==> src/rtl/bod_pkg.sv <==
// What this block does
// RULE1 - each instruction is one fourteen-bit word: opcode plus operand fields
// RULE2 - destination bit 0 writes the working register, 1 writes the file register
// RULE3 - file address is a seven-bit field covering locations 0x00 to 0x7f
// RULE4 - bit-oriented ops: three-bit bit select inside the addressed eight-bit register
// RULE5 - literal ops carry an eight-bit or an eleven-bit literal by instruction
// RULE6 - don't-care bits are ignored; either value decodes the same instruction
// RULE7 - one instruction cycle, two when a skip is taken or pc changes; second is nop
// RULE8 - one instruction cycle spans four oscillator periods
// RULE9 - byte ops have top bits 00, then four op bits, destination bit, file address
// RULE10 - byte op codes; add and subtract set carry, digit carry, zero; others zero only; swap and move-to-file here write no flags
// RULE11 - rotate left 1101 and right 1100 go through carry and change only carry
// RULE12 - decrement/increment-and-skip 1011/1111 skip on zero result, flags untouched
// RULE13 - software avoids legacy option-load and tristate-load instructions
// RULE14 - zero flag set on an all-zero eight-bit result, cleared otherwise
package bod_pkg;
    localparam int INSN_W    = 14;
    localparam int FADDR_W   = 7;
    localparam int DATA_W    = 8;
    localparam int PHASES    = 4;
    localparam int FADDR_LSB = 0;
    localparam int DEST_BIT  = 7;
    localparam int OP_LSB    = 8;
    localparam int CLS_LSB   = 12;
    localparam int BIT_LSB   = 7;
    localparam int LIT8_W    = 8;
    localparam int LIT11_W   = 11;
    localparam int NIB_W     = 4;

    localparam logic [1:0] CLS_BYTE = 2'h0;
    localparam logic [1:0] CLS_BIT  = 2'h1;
    localparam logic [1:0] CLS_JUMP = 2'h2;
    localparam logic [1:0] CLS_LIT  = 2'h3;

    typedef enum logic [3:0] {
        OP_MOVE_TO_FILE  = 4'h0,
        OP_CLEAR         = 4'h1,
        OP_SUB           = 4'h2,
        OP_DEC           = 4'h3,
        OP_OR            = 4'h4,
        OP_AND           = 4'h5,
        OP_XOR           = 4'h6,
        OP_ADD           = 4'h7,
        OP_MOVE          = 4'h8,
        OP_COMPLEMENT    = 4'h9,
        OP_INC           = 4'ha,
        OP_DEC_SKIP      = 4'hb,
        OP_ROT_RIGHT     = 4'hc,
        OP_ROT_LEFT      = 4'hd,
        OP_SWAP          = 4'he,
        OP_INC_SKIP      = 4'hf
    } bod_byte_op_t;

    localparam logic DEST_ACC  = 1'b0;
    localparam logic DEST_FILE = 1'b1;

    typedef enum logic [1:0] {
        PH_Q1 = 2'b00,
        PH_Q2 = 2'b01,
        PH_Q3 = 2'b11,
        PH_Q4 = 2'b10
    } bod_phase_t;

    typedef struct packed {
        logic                     valid;
        logic                     is_byte;
        logic [3:0]               op;
        logic                     dest_file;
        logic [FADDR_W-1:0]       faddr;
        logic [2:0]               bit_sel;
        logic [LIT11_W-1:0]       literal;
        logic                     lit_long;
    } bod_fields_t;

    typedef struct packed {
        logic              c;
        logic              dc;
        logic              z;
    } bod_flags_t;

    typedef struct packed {
        logic              acc_we;
        logic              file_we;
        logic [DATA_W-1:0] result;
        logic              c_we;
        logic              dc_we;
        logic              z_we;
        bod_flags_t        flags;
    } bod_result_t;
endpackage

==> src/rtl/bod_decoder.sv <==
`timescale 1ns/10ps
module bod_decoder
    import bod_pkg::*;
(
    // clock and reset
    input  wire logic                  CLK_IN,
    input  wire logic                  RSTN_IN,
    // program memory side
    input  wire logic [INSN_W-1:0]     INSN_IN,
    input  wire logic                  INSN_VALID_IN,
    output logic                       FETCH_OUT,
    // datapath operands
    input  wire logic [DATA_W-1:0]     ACC_IN,
    input  wire logic [DATA_W-1:0]     FILE_DATA_IN,
    input  wire logic                  CARRY_IN,
    // decoded fields
    output logic [FADDR_W-1:0]         FADDR_OUT,
    output logic [2:0]                 BIT_SEL_OUT,
    output logic [LIT11_W-1:0]         LITERAL_OUT,
    output logic                       LIT_LONG_OUT,
    // results, stored at the end of the cycle
    output logic [DATA_W-1:0]          RESULT_OUT,
    output logic                       ACC_WE_OUT,
    output logic                       FILE_WE_OUT,
    output logic                       CARRY_OUT,
    output logic                       DC_OUT,
    output logic                       ZERO_OUT,
    output logic                       CARRY_WE_OUT,
    output logic                       DC_WE_OUT,
    output logic                       ZERO_WE_OUT,
    // timing
    output logic                       PHASE_Q1_OUT,
    output logic                       NOP_CYCLE_OUT,
    output logic                       SKIP_OUT
);

    bod_phase_t   phase_reg;
    bod_phase_t   phase_next;
    logic         end_of_cycle;
    logic         flush_reg;
    bod_fields_t  fld;
    bod_result_t  res;
    bod_result_t  res_reg;
    logic         skip_now;
    logic         flush_next;
    logic [FADDR_W-1:0]  faddr_reg;
    logic [2:0]          bit_reg;
    logic [LIT11_W-1:0]  lit_reg;
    logic                lit_long_reg;
    logic                skip_reg;

    function automatic logic is_zero(input logic [DATA_W-1:0] v);
        return v == '0; // RULE14
    endfunction

    // four oscillator phases per instruction cycle, gray ordered
    always_comb
    begin
        unique case (phase_reg)
            PH_Q1: phase_next = PH_Q2;
            PH_Q2: phase_next = PH_Q3;
            PH_Q3: phase_next = PH_Q4;
            PH_Q4: phase_next = PH_Q1;
        endcase
    end
    assign end_of_cycle = (phase_reg == PH_Q4); // RULE8

    // field split; don't-care bits are simply never looked at
    assign fld.valid     = INSN_VALID_IN;
    assign fld.is_byte   = (INSN_IN[INSN_W-1:CLS_LSB] == CLS_BYTE); // RULE9
    assign fld.op        = INSN_IN[CLS_LSB-1:OP_LSB]; // RULE1
    assign fld.dest_file = INSN_IN[DEST_BIT]; // RULE2
    assign fld.faddr     = INSN_IN[FADDR_LSB +: FADDR_W]; // RULE3
    assign fld.bit_sel   = INSN_IN[BIT_LSB +: 3]; // RULE4
    assign fld.literal   = (INSN_IN[INSN_W-1:CLS_LSB] == CLS_JUMP)
                         ? INSN_IN[LIT11_W-1:0]
                         : {3'h0, INSN_IN[LIT8_W-1:0]}; // RULE5
    assign fld.lit_long  = (INSN_IN[INSN_W-1:CLS_LSB] == CLS_JUMP); // RULE5 RULE6

    // byte-oriented arithmetic
    logic [DATA_W:0]   add_sum;
    logic [DATA_W:0]   sub_dif;
    logic [NIB_W:0]    add_nib;
    logic [NIB_W:0]    sub_nib;
    logic [DATA_W-1:0] inc_val;
    logic [DATA_W-1:0] dec_val;
    assign add_sum = {1'b0, FILE_DATA_IN} + {1'b0, ACC_IN};
    assign sub_dif = {1'b0, FILE_DATA_IN} + {1'b0, ~ACC_IN} + 9'h001;
    assign add_nib = {1'b0, FILE_DATA_IN[NIB_W-1:0]} + {1'b0, ACC_IN[NIB_W-1:0]};
    assign sub_nib = {1'b0, FILE_DATA_IN[NIB_W-1:0]} + {1'b0, ~ACC_IN[NIB_W-1:0]} + 5'h01;
    assign inc_val = FILE_DATA_IN + 8'h01;
    assign dec_val = FILE_DATA_IN - 8'h01;

    // a flushed cycle and non-byte words leave the datapath alone
    logic byte_go;
    assign byte_go = fld.valid && fld.is_byte && !flush_reg;

    always_comb
    begin
        res          = '0;
        skip_now     = 1'b0;
        res.acc_we   = byte_go && (fld.dest_file == DEST_ACC); // RULE2
        res.file_we  = byte_go && (fld.dest_file == DEST_FILE); // RULE2
        unique case (bod_byte_op_t'(fld.op))
            OP_ADD:
            begin
                res.result   = add_sum[DATA_W-1:0];
                res.flags.c  = add_sum[DATA_W];
                res.flags.dc = add_nib[NIB_W];
                res.c_we     = byte_go; // RULE10
                res.dc_we    = byte_go;
                res.z_we     = byte_go;
            end
            OP_SUB:
            begin
                res.result   = sub_dif[DATA_W-1:0];
                res.flags.c  = sub_dif[DATA_W];
                res.flags.dc = sub_nib[NIB_W];
                res.c_we     = byte_go; // RULE10
                res.dc_we    = byte_go;
                res.z_we     = byte_go;
            end
            OP_AND:
            begin
                res.result = FILE_DATA_IN & ACC_IN;
                res.z_we   = byte_go; // RULE10
            end
            OP_OR:
            begin
                res.result = FILE_DATA_IN | ACC_IN;
                res.z_we   = byte_go; // RULE10
            end
            OP_XOR:
            begin
                res.result = FILE_DATA_IN ^ ACC_IN;
                res.z_we   = byte_go;
            end
            OP_COMPLEMENT:
            begin
                res.result = ~FILE_DATA_IN;
                res.z_we   = byte_go; // RULE10
            end
            OP_MOVE:
            begin
                res.result = FILE_DATA_IN;
                res.z_we   = byte_go; // RULE10
            end
            OP_INC:
            begin
                res.result = inc_val;
                res.z_we   = byte_go; // RULE10
            end
            OP_DEC:
            begin
                res.result = dec_val;
                res.z_we   = byte_go; // RULE10
            end
            OP_ROT_LEFT:
            begin
                res.result  = {FILE_DATA_IN[DATA_W-2:0], CARRY_IN};
                res.flags.c = FILE_DATA_IN[DATA_W-1];
                res.c_we    = byte_go; // RULE11
            end
            OP_ROT_RIGHT:
            begin
                res.result  = {CARRY_IN, FILE_DATA_IN[DATA_W-1:1]};
                res.flags.c = FILE_DATA_IN[0];
                res.c_we    = byte_go; // RULE11
            end
            OP_DEC_SKIP:
            begin
                res.result = dec_val;
                skip_now   = byte_go && is_zero(dec_val); // RULE12
            end
            OP_INC_SKIP:
            begin
                res.result = inc_val;
                skip_now   = byte_go && is_zero(inc_val); // RULE12
            end
            OP_SWAP:
            begin
                res.result = {FILE_DATA_IN[NIB_W-1:0], FILE_DATA_IN[DATA_W-1:NIB_W]};
            end
            OP_CLEAR:
            begin
                // d bit picks acc or file, both cleared to zero
                res.result = '0;
                res.z_we   = byte_go;
            end
            OP_MOVE_TO_FILE:
            begin
                // only the d=1 form writes; d=0 is the no-operation family
                res.result = ACC_IN;
                res.acc_we = 1'b0;
            end
        endcase
        res.flags.z = is_zero(res.result); // RULE14
    end

    // a taken skip or a jump turns the following cycle into a nop
    assign flush_next = skip_now
                     || (fld.valid && !flush_reg && fld.lit_long); // RULE7

    always_ff @(posedge CLK_IN or negedge RSTN_IN)
    begin
        if (!RSTN_IN)
            phase_reg <= PH_Q1;
        else
            phase_reg <= phase_next;
    end

    always_ff @(posedge CLK_IN or negedge RSTN_IN)
    begin
        if (!RSTN_IN)
        begin
            res_reg      <= '0;
            flush_reg    <= 1'b0;
            skip_reg     <= 1'b0;
            faddr_reg    <= '0;
            bit_reg      <= '0;
            lit_reg      <= '0;
            lit_long_reg <= 1'b0;
        end
        else if (end_of_cycle)
        begin
            res_reg      <= res;
            flush_reg    <= flush_next; // RULE7
            skip_reg     <= skip_now;
            faddr_reg    <= fld.faddr;
            bit_reg      <= fld.bit_sel;
            lit_reg      <= fld.literal;
            lit_long_reg <= fld.lit_long;
        end
        else
        begin
            // strobes last one clock so each result is stored exactly once
            res_reg.acc_we  <= 1'b0;
            res_reg.file_we <= 1'b0;
            res_reg.c_we    <= 1'b0;
            res_reg.dc_we   <= 1'b0;
            res_reg.z_we    <= 1'b0;
        end
    end

    assign FETCH_OUT     = end_of_cycle;
    assign PHASE_Q1_OUT  = (phase_reg == PH_Q1);
    assign NOP_CYCLE_OUT = flush_reg;
    assign SKIP_OUT      = skip_reg;
    assign FADDR_OUT     = faddr_reg;
    assign BIT_SEL_OUT   = bit_reg;
    assign LITERAL_OUT   = lit_reg;
    assign LIT_LONG_OUT  = lit_long_reg;
    assign RESULT_OUT    = res_reg.result;
    assign ACC_WE_OUT    = res_reg.acc_we;
    assign FILE_WE_OUT   = res_reg.file_we;
    assign CARRY_OUT     = res_reg.flags.c;
    assign DC_OUT        = res_reg.flags.dc;
    assign ZERO_OUT      = res_reg.flags.z;
    assign CARRY_WE_OUT  = res_reg.c_we;
    assign DC_WE_OUT     = res_reg.dc_we;
    assign ZERO_WE_OUT   = res_reg.z_we;

endmodule

==> config.mk <==
export PLATFORM = sky130hd
export DESIGN_NAME = bod_decoder
export DESIGN_NICKNAME = d
export VERILOG_FILES = /design/src/rtl/bod_pkg.sv /design/src/rtl/bod_decoder.sv
export SDC_FILE = /design/constraint.sdc
export NUM_CORES = 1
export LEC_CHECK = 0
export BUFFER_PORTS_ARGS = -buffer_cell sky130_fd_sc_hd__buf_2
export CAP_MARGIN = 20
export CORE_MARGIN = 5
export CORE_UTILIZATION = 55
export CTS_CLUSTER_SIZE = 8
export DETAILED_ROUTE_END_ITERATION = 16
export GPL_TIMING_DRIVEN = 0
export HOLD_SLACK_MARGIN = 0.05
export PLACE_DENSITY = 0.81
export SLEW_MARGIN = 30
export SYNTH_ARGS = -nofsm -noshare
export SYNTH_HDL_FRONTEND = slang
export SYNTH_SLANG_ARGS = --single-unit
==> constraint.sdc <==
create_clock -name CLK_IN -period 2 [get_ports CLK_IN]
set_clock_uncertainty 0.05 [all_clocks]
set_input_delay 0.2 -clock CLK_IN [delete_from_list [all_inputs] [get_ports CLK_IN]]
set_output_delay 0.2 -clock CLK_IN [all_outputs]
set_load 0.01 [all_outputs]
# Yosys cells after proc, flatten, opt, wreduce, memory -nomap -nowiden
# Index checks and enable logic that the tools add are counted.
# word_totals
latchBits,0
mem_count,0
out_inout_bits,42
mem_bits_rw,0
wordCells,83
romBits,0
reg_bits,42
# op_classes
mux,12
n_eq_ne,19
n_addsub,8
multipliers,0
n_shift,0
n_div,0
bitwise,7
n_reduce_logical,21
n_lt_le_gt_ge,0
# ops
operator,count
case mux 8 bit (14 select lines),1
== test 4 bit (second input constant),8
zero test 8 bit,3
adder 8 x 8 -> 9 bit,2
== test 4 x 3 -> 1 bit (second input constant),4
inverter 8 bit,2
2-to-1 mux 11 bit,1
adder 4 x 4 -> 5 bit,2
OR reduction 10 bit,1
adder 9 x 1 -> 9 bit (second input constant),1
adder 8 x 1 -> 8 bit (second input constant),1
AND 8 bit,1
== test 4 x 2 -> 1 bit (second input constant),2
logical AND 1 bit,8
bitwise OR 8 bit,1
case mux 2 bit (4 select lines),1
subtractor 8 x 1 -> 8 bit (second input constant),1
bitwise XOR 8 bit,1
== test 2 bit (second input constant),3
OR reduction 2 bit,3
adder 5 x 1 -> 5 bit (second input constant),1
== test 4 x 1 -> 1 bit (second input constant),1
zero test 2 bit,2
zero test 4 bit,1
11 further kinds,15

# Longest topological paths before layout
# logic_depth
depth_word,6
mapped_depth,12

# Least setup slack after synthesis
# OpenSTA, ideal clock, no wires.
# synth_path
kind,input to register
from,input port FILE_DATA_IN[0]
to,register res_reg (netlist bit ZERO_OUT)
stages,11
setup_slack_ns,-0.413
required_time_ns,1.828
arrival_time_ns,2.241
setup_ns,0.122
path_buffers,0
cell_sequence,inv_1 -> ha_1 -> fa_1 -> nor3_1 -> o31ai_1 -> a21oi_1 -> nor2_1 -> a22o_1 -> a211o_1 -> and4b_1 -> a32o_1
# synth_between
elab_chain_len,4
# synth_rtl
item,line_no,source
from (decl),bod_decoder.sv:14,"input wire logic [DATA_W-1:0] FILE_DATA_IN,"
adder 8 x 8 -> 9 bit,bod_decoder.sv:88,"assign sub_dif = {1'b0, FILE_DATA_IN} + {1'b0, ~ACC_IN} + 9'h001;"
adder 9 x 1 -> 9 bit,bod_decoder.sv:88,
case mux 8 bit (14 select lines) *,bod_decoder.sv:104,unique case (bod_byte_op_t'(fld.op))
zero test 8 bit *,bod_decoder.sv:53,return v == '0;
to (signal assigned),bod_decoder.sv:226,res_reg <= res;
to (decl),bod_decoder.sv:43,bod_result_t res_reg;
# Every way passes the cells marked *; elsewhere a longest branch is shown, timed or not.
# A chain may end at the register's enable or synchronous reset.

# Worst setup path after layout
# Same ends and word-level chain as after synthesis.

==> results.txt <==
- Required time at the endpoint of the critical path: roughly 2.2 ns
* Xor and xnor area share after synthesis: 0.03032
- Status: complete, but fails checks
- Power comes to between 2 and 2.5 mW.
- Global routing finished with a remaining overflow of 0.
* Chip height: 89.38 µm
* Total Routed Length: about 13 mm
* Cell accounting for the most synthesized area: sky130_fd_sc_hd__dfrtp_1
* Startpoint type of the worst setup path: input port
* Placer's final routability congestion estimate: ~1
- Minimum setup slack among reg-to-reg paths: -0.11 ns
- Largest delay contributor family on the critical path: compound AO/OA/AOI/OAI gates
- Number of warning messages in the yosys log: 0
* Worst hold path type: in2reg
* First-pass GRT wire length: between 15 and 20 mm
- Highest-count cells in the layout ignoring fill and taps: sky130_fd_sc_hd__buf_2 (78), sky130_fd_sc_hd__nand2_1 (63), sky130_fd_sc_hd__buf_4 (37)
* Fraction of the mapped netlist area in simple logic gates: 0.2408
* Buffers added on ports: 73
- Setup Crit Path Kind: in2reg
- In the final layout, the share of cells above drive strength 1 is 0.3254.
- Sequential cell fraction of total power: 0.350
- Number of synthesized flops with an enable pin: 0
* Initial antenna violation count: 0
- Top post-synthesis cells by area: sky130_fd_sc_hd__dfrtp_1 (25%), sky130_fd_sc_hd__ha_1 (10%), sky130_fd_sc_hd__nand2_1 (6.8%)
- For this run, the slowest stage of the critical path takes about 0.52 ns.
* Max Cap Violations: 0
- Critical hold path startpoint: INSN_IN[0]
* Total Routing Usage GR: 0.3148
- In the final layout, the multi-input gates occupy about 2600 µm².
- Power per Cell Area: approximately 480 nW/µm²
- Number of fillers in the final layout: just over 500
- The most used flip-flop cell after synthesis is sky130_fd_sc_hd__dfrtp_1.
* Via/cell ratio: about 6.6
- Worst Reg-to-Reg Cells: 6
- Clock tree synthesis found a total of 34 sinks.
- Maximum ir drop on the vdd rail: between 0.4 and 0.5 mV
- Distinct cell type count of the synthesized netlist: 57
* Placed Area: ~4000 µm²
- Crit path buf inv count: 2
* Maximum fanout encountered on the critical timing path: 4
- For this block, the via count after detailed routing is roughly 4100.
* Worst Path Arrival: roughly 2.5 ns
- Sequential cell area in the final layout: between 800 and 900 µm²
- The hold violation count in the final report was 0.
- The worst hold path passes through 3 cells.
* Share of the synthesized area in compound gates (AO/OA/AOI/OAI): 0.2513
* Area enclosed by the die boundary: ~8000 µm²
- The synthesized netlist occupies a cell area of about 3500 µm².
* Flip-flop and latch count after synthesis: 34
- Final instance area: about 4500 µm²
- Cells traversed along the worst timing path: buf_12 > clkinvlp_4 > ha_4 > fa_2 > nor2_1 > a21oi_1 > or3_1 > o2111ai_1 > a221oi_2 > and4b_1 > a32o_1
- Root buf cell: sky130_fd_sc_hd__clkbuf_8
- Power spent charging and discharging nets: 0.7815 mW
* Time the worst path needs with I/O delays and setup: about 2.3 ns
* Crit path setup slack, layout: -0.3348 ns
- Switching Share: 0.3638
- M1 GR Usage: 0.3776
- GRT met2 Usage: 0.5385
- Fraction of synthesized area in multiplexers: 0.02310
- Layout Nets: between 600 and 700
* Worst-margin pin slew: approximately 0.73 ns
- Max Buffers Root-to-Sink: 2
* Post-route clock period utilization: 1.167
- Pins over their slew limit: 0
- Post-route antenna net violation count: 0
- Num rows: 29
- Combinational family with the most area after synthesis: compound AO/OA/AOI/OAI gates
- In the routed design, unresolved DRC markers number 0.
* CTS tree: done
- HPWL reported at the end of detailed placement: ~9.4 mm
- The startpoint identified for the worst register-to-register timing path is phase_reg[0].
- The final reports fail on setup timing.
- Wire per inst: roughly 21 µm
* Clock latency of the later-clocked register in the worst-skew pair: around 0.28 ns
- Number of nets produced by synthesis: roughly 520
* Hold worst-path end: FADDR_OUT[0]
- Number of design-rule violations left by the first detailed-router iteration: 430
- Inserted Clock Buffers: 5
* Register area share after synthesis: 0.2455
- Leading cell type in the layout, fill and taps excluded: sky130_fd_sc_hd__buf_2
- CTS H-tree depth: 2
- After global routing, the most crowded layer is met2.
* Critical register-to-register path endpoint: ZERO_OUT
* Effective utilization at floorplan: 0.5553
* Worst relative slew slack: 0.5141
- Detailed-router iteration count before antenna repair: 5
- Arithmetic-cell share of the synthesized area counting full adders, half adders and majority gates: 0.1126
* Area growth syn-to-layout: 30.36%
- Internal Dissipation: between 1 and 1.5 mW
* RSZ-0062 raised after global routing: true
- Of the total power, the clock network draws 0.237.
- Flip-flop count of the largest register, all copies and words added: 8
- Die width: around 90 µm
- Synthesis handed over a netlist of around 450 instances.
* Cell with the largest stage delay on the worst path: sky130_fd_sc_hd__fa_2
- Share of the synthesized area in the top cell type: 0.2455
- Average instance area after synthesis: 7.651 µm²
- The repair_antennas step left the layout with diodes totalling 0.
* Fraction of synthesis flops using an asynchronous set or reset pin: 1.000
- Standard cell core area: around 6200 µm²
- Global routing met3 resource utilization: 0.04793
- Number of ports placed on the die boundary: 76
* Achievable clock frequency: 428.3 MHz
* Pin count of the biggest net entering global routing: 35
- The share of total power dissipated in combinational logic is 0.412.
* Crit. End Element: flop
* Setup Viol. Count Final: 5
* Post-CTS clock slew at the launch and capture registers of the worst setup and hold paths: roughly 0.06 ns
* Leakage power figure: roughly 2.1 nW
* Via count of the first global-routing pass: a little under 4000
-- final cells by class --
cell class | instances | area share
Timing Repair Buffer | 90 | 0.1160
Inverter | 28 | 0.02631
Buffer | 37 | 0.05372
Tap cell | 77 | 0.02132
Clock inverter | 1 | 0.001108
Sequential cell | 34 | 0.1883
Multi-Input combinational cell | 350 | 0.5741
Clock buffer | 7 | 0.01911
-- worst register-to-register path, stage by stage, from the launching register on --
cell and delay (ns):
sky130_fd_sc_hd__dfrtp_1 0.39, sky130_fd_sc_hd__nand2b_1 0.31, sky130_fd_sc_hd__a31oi_1 0.21, sky130_fd_sc_hd__o21ai_0 0.10, sky130_fd_sc_hd__a2111oi_1 0.56, sky130_fd_sc_hd__and4b_1 0.28, sky130_fd_sc_hd__a32o_1 0.16
-- what timing repair did --
action	CTS	global route
setup buffers	14	0
hold buffers	3	0
setup endpoints to repair	9	9
hold endpoints to repair	36	0
pin swaps	18	7
resized for setup	46	29
-- power by group through the flow --
stage                     Clock [mW]  Combinational (mW)  Sequential (mW)
after floorplan                    0               0.450            0.785
after global placement             0               0.721            0.765
after detailed placement           0               0.736            0.766
after CTS                      0.520               0.823            0.753
after global routing           0.540               0.948            0.758
final                          0.510               0.886            0.753
-- through the flow --
stage / utilization / setup TNS, ns / setup slack (ns) / instances / hold WS, ns
global route: 0.7239 / -0.8178 / -0.3362 / 624 / 0.06960
detailed placement: 0.6435 / -5.711 / -0.9448 / 603 / 0.2426
floorplan: - / -0.3116 / -0.2507 / 453 / -0.1456
CTS: 0.7051 / -0.4082 / -0.3364 / 625 / 0.05275
global placement: 0.6435 / -5.166 / -0.9091 / 603 / 0.2382
finish: 0.7239 / -0.5210 / -0.3348 / 624 / 0.05833
-- layer usage --
| metal | share of wire | up-vias | wire length (µm) |
|---|---|---|---|
| met3 | 0.11 | 80 | 1451 |
| met1 | 0.37 | 1887 | 4742 |
| met2 | 0.46 | 319 | 5858 |
| li1 | - | 1804 | - |
| met4 | 0.060 | 0 | 766 |
| met5 | 0 | - | 0 |
-- Yosys cell counts, types with 2 or more instances --
cell / number
sky130_fd_sc_hd__nor3_1: 18
sky130_fd_sc_hd__buf_4: 15
sky130_fd_sc_hd__a31oi_1: 6
sky130_fd_sc_hd__and3_1: 2
sky130_fd_sc_hd__o22ai_1: 7
sky130_fd_sc_hd__o21bai_1: 2
sky130_fd_sc_hd__o211ai_1: 6
sky130_fd_sc_hd__o31ai_1: 5
sky130_fd_sc_hd__and2_1: 2
sky130_fd_sc_hd__fa_1: 2
sky130_fd_sc_hd__nand4_1: 6
sky130_fd_sc_hd__nor4_1: 3
sky130_fd_sc_hd__a22oi_1: 7
sky130_fd_sc_hd__mux2i_1: 8
sky130_fd_sc_hd__nor4b_1: 2
sky130_fd_sc_hd__inv_1: 26
sky130_fd_sc_hd__ha_1: 28
sky130_fd_sc_hd__dfrtp_1: 34
sky130_fd_sc_hd__nor2b_1: 9
sky130_fd_sc_hd__o41ai_1: 2
sky130_fd_sc_hd__and3b_1: 2
sky130_fd_sc_hd__a211oi_1: 3
sky130_fd_sc_hd__clkinv_1: 2
sky130_fd_sc_hd__nand3_1: 16
sky130_fd_sc_hd__a221o_1: 3
sky130_fd_sc_hd__o21ai_0: 29
sky130_fd_sc_hd__a22o_1: 4
sky130_fd_sc_hd__a211o_1: 2
sky130_fd_sc_hd__nand2b_1: 10
sky130_fd_sc_hd__a21o_1: 5
sky130_fd_sc_hd__nand2_1: 63
sky130_fd_sc_hd__a2111oi_0: 2
sky130_fd_sc_hd__xnor2_1: 12
sky130_fd_sc_hd__or3_1: 7
sky130_fd_sc_hd__o221ai_1: 5
sky130_fd_sc_hd__a32oi_1: 2
sky130_fd_sc_hd__a2bb2oi_1: 2
sky130_fd_sc_hd__buf_2: 15
sky130_fd_sc_hd__nor2_1: 28
sky130_fd_sc_hd__o32ai_1: 3
sky130_fd_sc_hd__clkbuf_1: 11
sky130_fd_sc_hd__a21oi_1: 20
sky130_fd_sc_hd__a221oi_1: 3
-- kinds of logic after synthesis --
group,after synthesis
AND/OR/NAND/NOR,173
AO/OA/AOI/OAI,127
buffers and inverters,69
flip-flops,34
adder cells (fa/ha/maj),30
XOR/XNOR,12
multiplexers,8
-- how the worst max path moves through the flow --
stage | cells past startpoint | from | slack, ns | endpoint
2_1_floorplan | 10 | FILE_DATA_IN[1] | -0.25 | ZERO_OUT
3_5_place_dp | 12 | FILE_DATA_IN[0] | -0.94 | ZERO_OUT
3_3_place_gp | 12 | FILE_DATA_IN[3] | -0.91 | ZERO_OUT
6_report | 11 | FILE_DATA_IN[0] | -0.33 | ZERO_OUT
4_1_cts | 12 | FILE_DATA_IN[0] | -0.34 | ZERO_OUT
5_1_grt | 11 | FILE_DATA_IN[0] | -0.34 | ZERO_OUT
Power figures use the tool's default switching activity.
